`src/hdl/phw_consts.vh`:
```
// constants for the program health watchdog
`ifndef PHW_CONSTS_VH
`define PHW_CONSTS_VH

// register offsets (byte addresses on the plain register port)
`define PHW_ADDR_W          4
`define PHW_OFF_OPTIONS     4'h0
`define PHW_OFF_OPTIONS2    4'h4
`define PHW_OFF_RSTSTAT     4'h8
`define PHW_OFF_IRQSTAT     4'hc

// field positions
`define PHW_BIT_ENABLE      0
`define PHW_BIT_TIMEOUT     1
`define PHW_BIT_CLKSEL      0
`define PHW_BIT_SRC_WDOG    0
`define PHW_BIT_SRC_EXT     1

// reset values
`define PHW_RST_ENABLE      1'b1
`define PHW_RST_TIMEOUT     1'b1
`define PHW_RST_CLKSEL      1'b1

// overflow bit positions of the 19-bit counter
`define PHW_CNT_W           18
`define PHW_POS_SLOW_SHORT  5
`define PHW_POS_SLOW_LONG   8
`define PHW_POS_BUS_SHORT   13
`define PHW_POS_BUS_LONG    18

// slow tick period in ns, nominal 1 ms
`define PHW_SLOW_PERIOD_NS  1000000
`define PHW_MCLK_PERIOD_NS  10

`endif

```
`src/hdl/phw_watchdog.v`:
```
// program health watchdog: overflow counter, option registers, reset request
`timescale 1ns/1ps
`include "phw_consts.vh"
// What this block does
// - every reset sets the watchdog enable bit
// - enable cleared means no watchdog reset ever
// - any write to status address clears counter
// - that write leaves status contents unchanged
// - clock select: bus clock or slow tick
// - timeout select picks short or long overflow
// - default is bus clock, long timeout
// - overflow while enabled requests system reset
// - option registers accept only first write
// - first option write also clears counter
// - counter holds in background debug mode
// - bus clock: counter freezes during stop
// - slow clock: counter zeroed on stop entry
// - watchdog reset recorded in status source bit
module phw_watchdog #(
  parameter integer SLOW_PERIOD_NS = `PHW_SLOW_PERIOD_NS
) (
  input  wire                   mclk,
  input  wire                   rst_b,
  input  wire [`PHW_ADDR_W-1:0] regAddr,
  input  wire [7:0]             regWdata,
  input  wire                   regWr,
  input  wire                   regRd,
  output reg  [7:0]             regRdata,
  input  wire                   debugMode,
  input  wire                   stopMode,
  input  wire                   extResetSeen,
  output wire                   sysResetReq,
  output wire                   irq
);

  // ----------------------------------------------------------------
  // reset release and pin synchronisers
  // ----------------------------------------------------------------
  localparam integer SLOW_CYC_RAW = SLOW_PERIOD_NS / `PHW_MCLK_PERIOD_NS;
  localparam integer SLOW_CYC     = (SLOW_CYC_RAW < 1) ? 1 : SLOW_CYC_RAW;

  reg  [1:0] rstSync_q;
  wire       rstSync_b = rstSync_q[1];

  // async assert, sync release through two flops; every other flop in
  // the block resets from this copy, so release never lands mid-cycle
  always @(posedge mclk or negedge rst_b) begin
    if (!rst_b) begin
      rstSync_q <= 2'h0;
    end else begin
      rstSync_q <= {rstSync_q[0], 1'b1};
    end
  end

  // debug, stop and external reset come from other logic domains;
  // each pin gets its own two-flop chain and only the second flop is read
  localparam integer PIN_N = 3;

  wire [PIN_N-1:0] pinRaw = {extResetSeen, stopMode, debugMode};
  wire [PIN_N-1:0] pinSync;

  genvar p;
  generate
    for (p = 0; p < PIN_N; p = p + 1) begin : g_pinSync
      reg meta_q;
      reg sync_q;
      always @(posedge mclk or negedge rstSync_b) begin
        if (!rstSync_b) begin
          meta_q <= 1'b0;
          sync_q <= 1'b0;
        end else begin
          meta_q <= pinRaw[p];
          sync_q <= meta_q;
        end
      end
      assign pinSync[p] = sync_q;
    end
  endgenerate

  wire dbgS  = pinSync[0];
  wire stopS = pinSync[1];
  wire extS  = pinSync[2];

  // ----------------------------------------------------------------
  // write-once option registers
  // ----------------------------------------------------------------
  reg enable_q;
  reg timeoutSel_q;
  reg clkSel_q;
  reg opt1Locked_q;
  reg opt2Locked_q;

  // decoded strobes, each one cycle long like the bus strobes
  wire wrOpt1    = regWr && (regAddr == `PHW_OFF_OPTIONS);
  wire wrOpt2    = regWr && (regAddr == `PHW_OFF_OPTIONS2);
  wire wrStat    = regWr && (regAddr == `PHW_OFF_RSTSTAT);
  wire wrIrqClr  = regWr && (regAddr == `PHW_OFF_IRQSTAT);
  wire opt1Take  = wrOpt1 && !opt1Locked_q;
  wire opt2Take  = wrOpt2 && !opt2Locked_q;
  wire serviceEv = wrStat || opt1Take || opt2Take;

  // later writes are dropped silently so a runaway program cannot undo setup
  // the two registers lock independently of each other
  always @(posedge mclk or negedge rstSync_b) begin
    if (!rstSync_b) begin
      enable_q     <= `PHW_RST_ENABLE;
      timeoutSel_q <= `PHW_RST_TIMEOUT;
      clkSel_q     <= `PHW_RST_CLKSEL;
      opt1Locked_q <= 1'b0;
      opt2Locked_q <= 1'b0;
    end else begin
      if (opt1Take) begin
        enable_q     <= regWdata[`PHW_BIT_ENABLE];
        timeoutSel_q <= regWdata[`PHW_BIT_TIMEOUT];
        opt1Locked_q <= 1'b1;
      end
      if (opt2Take) begin
        clkSel_q     <= regWdata[`PHW_BIT_CLKSEL];
        opt2Locked_q <= 1'b1;
      end
    end
  end

  // ----------------------------------------------------------------
  // slow tick: stands in for the ~1 kHz internal oscillator
  // ----------------------------------------------------------------
  // the slow source is derived from mclk here, so the service pulse
  // is held pending until the next slow tick instead of crossing clocks
  // the divider runs on through debug and stop; only the counter holds
  reg [31:0] slowDiv_q;
  reg        slowTick_q;
  reg        svcPend_q;

  always @(posedge mclk or negedge rstSync_b) begin
    if (!rstSync_b) begin
      slowDiv_q  <= 32'h0;
      slowTick_q <= 1'b0;
    end else if (slowDiv_q == SLOW_CYC - 1) begin
      slowDiv_q  <= 32'h0;
      slowTick_q <= 1'b1;
    end else begin
      slowDiv_q  <= slowDiv_q + 32'h1;
      slowTick_q <= 1'b0;
    end
  end

  // pending service held until the slow domain consumes it; set wins
  always @(posedge mclk or negedge rstSync_b) begin
    if (!rstSync_b) begin
      svcPend_q <= 1'b0;
    end else if (serviceEv) begin
      svcPend_q <= 1'b1;
    end else if (slowTick_q || clkSel_q) begin
      svcPend_q <= 1'b0;
    end
  end

  // ----------------------------------------------------------------
  // watchdog counter
  // ----------------------------------------------------------------
  // the counter carries one bit above the widest span, so the longest
  // timeout shows up as its top bit rather than as a silent wrap
  reg  [`PHW_CNT_W:0] count_q;
  reg  [`PHW_CNT_W:0] count_d;
  reg                 stopPrev_q;
  reg  [4:0]          ovfPos;

  // overflow bit positions sized to the select, one per clock/timeout pair
  localparam [4:0] POS_SLOW_SHORT = `PHW_POS_SLOW_SHORT;
  localparam [4:0] POS_SLOW_LONG  = `PHW_POS_SLOW_LONG;
  localparam [4:0] POS_BUS_SHORT  = `PHW_POS_BUS_SHORT;
  localparam [4:0] POS_BUS_LONG   = `PHW_POS_BUS_LONG;

  // overflow bit chosen from clock and timeout selects; the counter is
  // zeroed whenever either select changes, so no stale higher bit is
  // ever left set to trip a shorter timeout early
  always @* begin
    case ({clkSel_q, timeoutSel_q})
      2'b00:   ovfPos = POS_SLOW_SHORT;
      2'b01:   ovfPos = POS_SLOW_LONG;
      2'b10:   ovfPos = POS_BUS_SHORT;
      default: ovfPos = POS_BUS_LONG;
    endcase
  end

  wire overflow = enable_q && count_q[ovfPos];
  wire advance  = clkSel_q ? 1'b1 : slowTick_q;
  wire stopEnter = stopS && !stopPrev_q;

  // next counter value; debug and stop hold it
  // a service beats the debug and stop holds, so software can still
  // clear the count while the core is halted
  always @* begin
    count_d = count_q;
    if (!enable_q || overflow) begin
      count_d = {(`PHW_CNT_W+1){1'b0}};
    end else if (serviceEv || (svcPend_q && !clkSel_q && slowTick_q)) begin
      count_d = {(`PHW_CNT_W+1){1'b0}};
    end else if (!clkSel_q && stopEnter) begin
      count_d = {(`PHW_CNT_W+1){1'b0}};
    end else if (dbgS || stopS) begin
      count_d = count_q;
    end else if (advance) begin
      count_d = count_q + {{`PHW_CNT_W{1'b0}}, 1'b1};
    end
  end

  always @(posedge mclk or negedge rstSync_b) begin
    if (!rstSync_b) begin
      count_q    <= {(`PHW_CNT_W+1){1'b0}};
      stopPrev_q <= 1'b0;
    end else begin
      count_q    <= count_d;
      stopPrev_q <= stopS;
    end
  end

  // reset request is a one-cycle pulse the system reset controller acts on
  // registered so decode glitches on the overflow bit never reach it
  reg resetReq_q;
  always @(posedge mclk or negedge rstSync_b) begin
    if (!rstSync_b) begin
      resetReq_q <= 1'b0;
    end else begin
      resetReq_q <= overflow;
    end
  end
  assign sysResetReq = resetReq_q;

  // ----------------------------------------------------------------
  // reset source status and interrupt flags
  // ----------------------------------------------------------------
  // the source record is cleared by this block's own reset; the system
  // reset that an overflow requests is expected not to reach this block,
  // so software can still read why the part restarted
  localparam integer IRQ_N = 2;

  reg  [1:0]       rstSrc_q;
  reg  [IRQ_N-1:0] irqEn_q;
  wire [IRQ_N-1:0] irqStat;
  wire [IRQ_N-1:0] events = {extS, overflow};   // bit0 overflow, bit1 external

  always @(posedge mclk or negedge rstSync_b) begin
    if (!rstSync_b) begin
      rstSrc_q <= 2'h0;
    end else if (overflow) begin
      rstSrc_q <= 2'h1 << `PHW_BIT_SRC_WDOG;
    end else if (extS) begin
      rstSrc_q <= 2'h1 << `PHW_BIT_SRC_EXT;
    end
  end

  // interrupt enables are loaded by the service write
  always @(posedge mclk or negedge rstSync_b) begin
    if (!rstSync_b) begin
      irqEn_q <= 2'h0;
    end else if (wrStat) begin
      irqEn_q <= regWdata[1:0];
    end
  end

  // one sticky flag per event; an event in the clear cycle wins, so an
  // overflow that lands on the clear write is never lost
  genvar f;
  generate
    for (f = 0; f < IRQ_N; f = f + 1) begin : g_irqFlag
      reg stat_q;
      always @(posedge mclk or negedge rstSync_b) begin
        if (!rstSync_b) begin
          stat_q <= 1'b0;
        end else if (events[f]) begin
          stat_q <= 1'b1;
        end else if (wrIrqClr && regWdata[f]) begin
          stat_q <= 1'b0;
        end
      end
      assign irqStat[f] = stat_q;
    end
  endgenerate
  assign irq = |(irqStat & irqEn_q);

  // ----------------------------------------------------------------
  // read port: data one cycle after the strobe
  // ----------------------------------------------------------------
  // data is zero outside the answer cycle, so a stale value is never seen
  always @(posedge mclk or negedge rstSync_b) begin
    if (!rstSync_b) begin
      regRdata <= 8'h0;
    end else if (regRd) begin
      case (regAddr)
        `PHW_OFF_OPTIONS:  regRdata <= {6'h0, timeoutSel_q, enable_q};
        `PHW_OFF_OPTIONS2: regRdata <= {7'h0, clkSel_q};
        `PHW_OFF_RSTSTAT:  regRdata <= {6'h0, rstSrc_q};
        `PHW_OFF_IRQSTAT:  regRdata <= {2'h0, irqEn_q, 2'h0, irqStat};
        default:           regRdata <= 8'h0;
      endcase
    end else begin
      regRdata <= 8'h0;
    end
  end

endmodule // phw_watchdog

```
`config.mk`:
```
export PLATFORM = sky130hd
export DESIGN_NAME = phw_watchdog
export DESIGN_NICKNAME = d
export VERILOG_FILES = /design/src/hdl/phw_watchdog.v
export VERILOG_INCLUDE_DIRS = /design/src /design/src/hdl
export SDC_FILE = /design/constraint.sdc
export NUM_CORES = 1
export LEC_CHECK = 0
export ABC_AREA = 1
export BUFFER_PORTS_ARGS = -buffer_cell sky130_fd_sc_hd__buf_2
export CAP_MARGIN = 20
export CORE_UTILIZATION = 50
export CTS_CLUSTER_SIZE = 12
export DETAILED_ROUTE_END_ITERATION = 8
export PLACE_DENSITY_LB_ADDON = 0.05
export SLEW_MARGIN = 20
export SYNTH_ARGS = -nofsm -noshare
export SYNTH_HDL_FRONTEND = slang
export SYNTH_SLANG_ARGS = --single-unit
```
`constraint.sdc`:
```
create_clock -name mclk -period 4.5 [get_ports mclk]
set_clock_uncertainty 0.15 [all_clocks]
set_input_delay 0.225 -clock mclk [delete_from_list [all_inputs] [get_ports mclk]]
set_output_delay 0.225 -clock mclk [all_outputs]
set_load 0.1 [all_outputs]
```
==> summary.md <==
| Metric | Value |
|---|---|
| Post-synth EDFFs | 0 |
| Crit path launch | clkSel_q |
| Final period util | 50.4% |
| Largest net degree at the start of global routing | 77 |
| Yosys Warn Count | 0 |
| Crit start category | flip-flop |
| Routed via count | 3747 |
| Hold-fix buffers, CTS | 7 |
| Capture point of the worst path | count_q[6] |
| CORE AREA | 0.00876 mm² |
| Clock root cell | clkbuf_8 |
| DP Area | 0.00469 mm² |
| Peak supply drop | 0.157 mV |
| Max-slew headroom | 36.4% |
| Drt wl/cell | 13.3 µm |
| FP Rows | 34 |
| CTS Buffer Depth | 2 |
| Filler cells | 865 |
| RR Endpoint | count_q[6] |
| Mapped Area | 0.00453 mm² |
| Tmin final | 2.27 ns |
| Main synth FF type | dfrtp_1 |
| Hold Path Class | input port to async pin |
| Ports | 29 |
| Fmax achieved | 441 MHz |
| Final instance area | 0.00502 mm² |
| Setup bufs post-CTS | 0 |
| Crit. End Element | flip-flop |
| CTS clock-pin slew for the worst setup and hold paths | 0.09 ns |
| Worst EP arrival | 2.41 ns |
| Initial DRC count | 162 |
| PwrDens | 296 mW/mm² |
| Number of diodes | 0 |
| Die ar. | 0.00945 mm² |
| Status | completed |
| Fin Setup TNS | 0 ns |
| Placer Congestion | 0.927 |
| Distinct cell type count after synthesis | 36 |
| Reg2reg setup slack | 2.23 ns |
| H-tree depth | 3 |
| RSZ-0062 raised after global routing | false |
| Pins over their slew limit | 0 |
| Yosys reg bits | 78 |
| Final net count | 648 |
| Total gr overflow | 0 |
| Cts bufs inserted | 9 |
| Worst r2r src | clkSel_q |
| Clock sink count | 78 |
| Die Wd | 97.2 µm |
| Post-CTS sizing | 0 |
| DP HPWL | 7300 µm |
| Global Route Usage Sum | 23.0% |
| CP max FO | 30 |
| Pre-antenna DRT Iters | 4 |
| Multi-input logic area | 0.00220 mm² |
| Final Setup Violations | 0 |
| Starting Density | 51.7% |
| Die Y | 97.2 µm |
| Reg area | 0.00196 mm² |
| ANT nets after route | 0 |
| Final WS setup | 2.23 ns |
| Post-place setup slack | 2.24 ns |
| Area growth syn-to-layout | 10.7% |
| CTS tree | done |
| DRC Markers | 0 |
| Seq/Total Area, Yosys | 43.2% |
| Worst-skew pair later-pin latency | 0.36 ns |
| Vias per cell | 5.08 |
| Worst R2R Path Depth | 9 |
| Leak | 2.40 nW |
| Post-Syn Instances | 595 |
| Ys async rst share | 100% |
| CP Class | flip-flop to flip-flop |
| Syn avg cell area | 7.61 µm² |
| Final WL | 9800 µm |
| Number of global-route vias before repair | 3725 |
| Hold Vio Cnt, Final | 0 |
| Worst Tran Pin Value | 0.954 ns |
| Maxcap violations | 0 |
| Layout cells sized above 1 | 12.2% |
| Port bufs | 18 |
| First-pass GRT wire length | 17400 µm |
| Req. time, crit path | 4.64 ns |
| Initial antenna violation count | 0 |
| Pwr Total | 1.49 mW |
==> kinds of logic after synthesis <==
family	count (synthesis)	share of synthesized area, %
and+or+nand+nor	370	38.9
buffers and inverters	93	8.56
DFF	78	43.2
xor gates and xnor gates	29	5.61
AOI/OAI and AO/OA	18	2.24
adders and majority gates	5	1.38
other	2	0.166
==> state kept, by name, summed over array words and instances (netlist names), 2 cells and up <==
register and cells:
regRdata 4, rstSync_q 2, slowDiv_q 32, g_pinSync.meta_q 3, rstSrc_q 2, count_q 19
g_irqFlag.stat_q 2, irqEn_q 2
==> cells in the mapped netlist, types with 2 or more instances <==
cell type	number	share of area (%)
nand3b_1	2	0.33
nand4_1	15	2.1
xnor2_1	3	0.58
nand2_1	144	12
dfrtp_1	75	41
nand2_2	3	0.41
nor3_1	22	2.4
nor2_2	7	0.97
ha_1	5	1.4
nor2_1	89	7.4
nor2_8	2	0.88
nand3_2	12	2.7
conb_1	2	0.17
inv_1	76	6.3
a21oi_1	2	0.22
inv_2	7	0.58
nor4_1	7	0.97
buf_4	5	0.83
buf_2	3	0.33
o22ai_1	2	0.28
xor2_1	26	5.0
o21ai_0	11	1.2
nand3_1	58	6.4
nor2_4	3	0.75
dfstp_2	3	1.7
==> final cells by class <==
type,instances,share of cell area [%]
multi-input combinational,427,43.8
sequential,78,39.1
inverter,83,6.21
timing repair buffer,25,3.19
tap,108,2.69
clock inverter,7,2.54
clock buffer,9,2.47
==> worst min path at each step <==
| stage | startpoint | endpoint | cells after the start |
|---|---|---|---|
| finish | rst_b | rstSync_q[1] | 2 |
| global route | rst_b | rstSync_q[1] | 2 |
| CTS | rst_b | rstSync_q[1] | 2 |
| detailed placement | rst_b | rstSync_q[0] | 1 |
| global placement | rst_b | rstSync_q[0] | 1 |
| floorplan | rst_b | rstSync_q[0] | 0 |
==> critical path, cell delays in order (launching register included) <==
cell	delay [ns]
dfstp_2	0.59
inv_1	0.11
ha_1	0.20
nor2_1	0.14
nand2_1	0.07
nand3_1	0.12
nand3_2	0.12
inv_2	0.45
nand3_1	0.14
nand2_1	0.09
==> power breakdown <==
group / total, mW / switching, mW / leakage (nW) / internal, mW
registers: 0.728 / 0.0170 / 1.02 / 0.711
logic: 0.0894 / 0.0694 / 1.26 / 0.0200
clock network: 0.669 / 0.291 / 0.126 / 0.377
==> stage by stage <==
stage                     util (%)  instances  hold WS, ns
after floorplan                  -        598       -0.221
after global placement        53.6        714       -0.140
after detailed placement      53.6        714       -0.137
after CTS                     57.2        737      0.00132
after global routing          57.2        737       0.0276
final                         57.2        737       0.0391
==> layer usage <==
layer / global-route usage (%) / part of all wire (%)
met1: 28.7 / 46
met3: 4.17 / 2.4
met4: 8.50 / 1.2
met5: 0 / 0
met2: 39.7 / 51
==> layout by cell type (no fill, tap or decap), drive strengths merged <==
master,instances
nand2,149
nor2,101
inv,86
dfrtp,75
nand3,71
xor2,26
nor3,23
buf,18
nand4,15
o21ai,11
clkbuf,9
nor4,7
dlygate4sd3,7
ha,5
conb,5
xnor2,3
dfstp,3
bufinv,3
o22ai,2
a21oi,2
nand3b,2
or2,2
o221ai,1
o21bai,1
o211ai,1
clkinv,1
No activity file was read; power rests on OpenSTA's default activity.
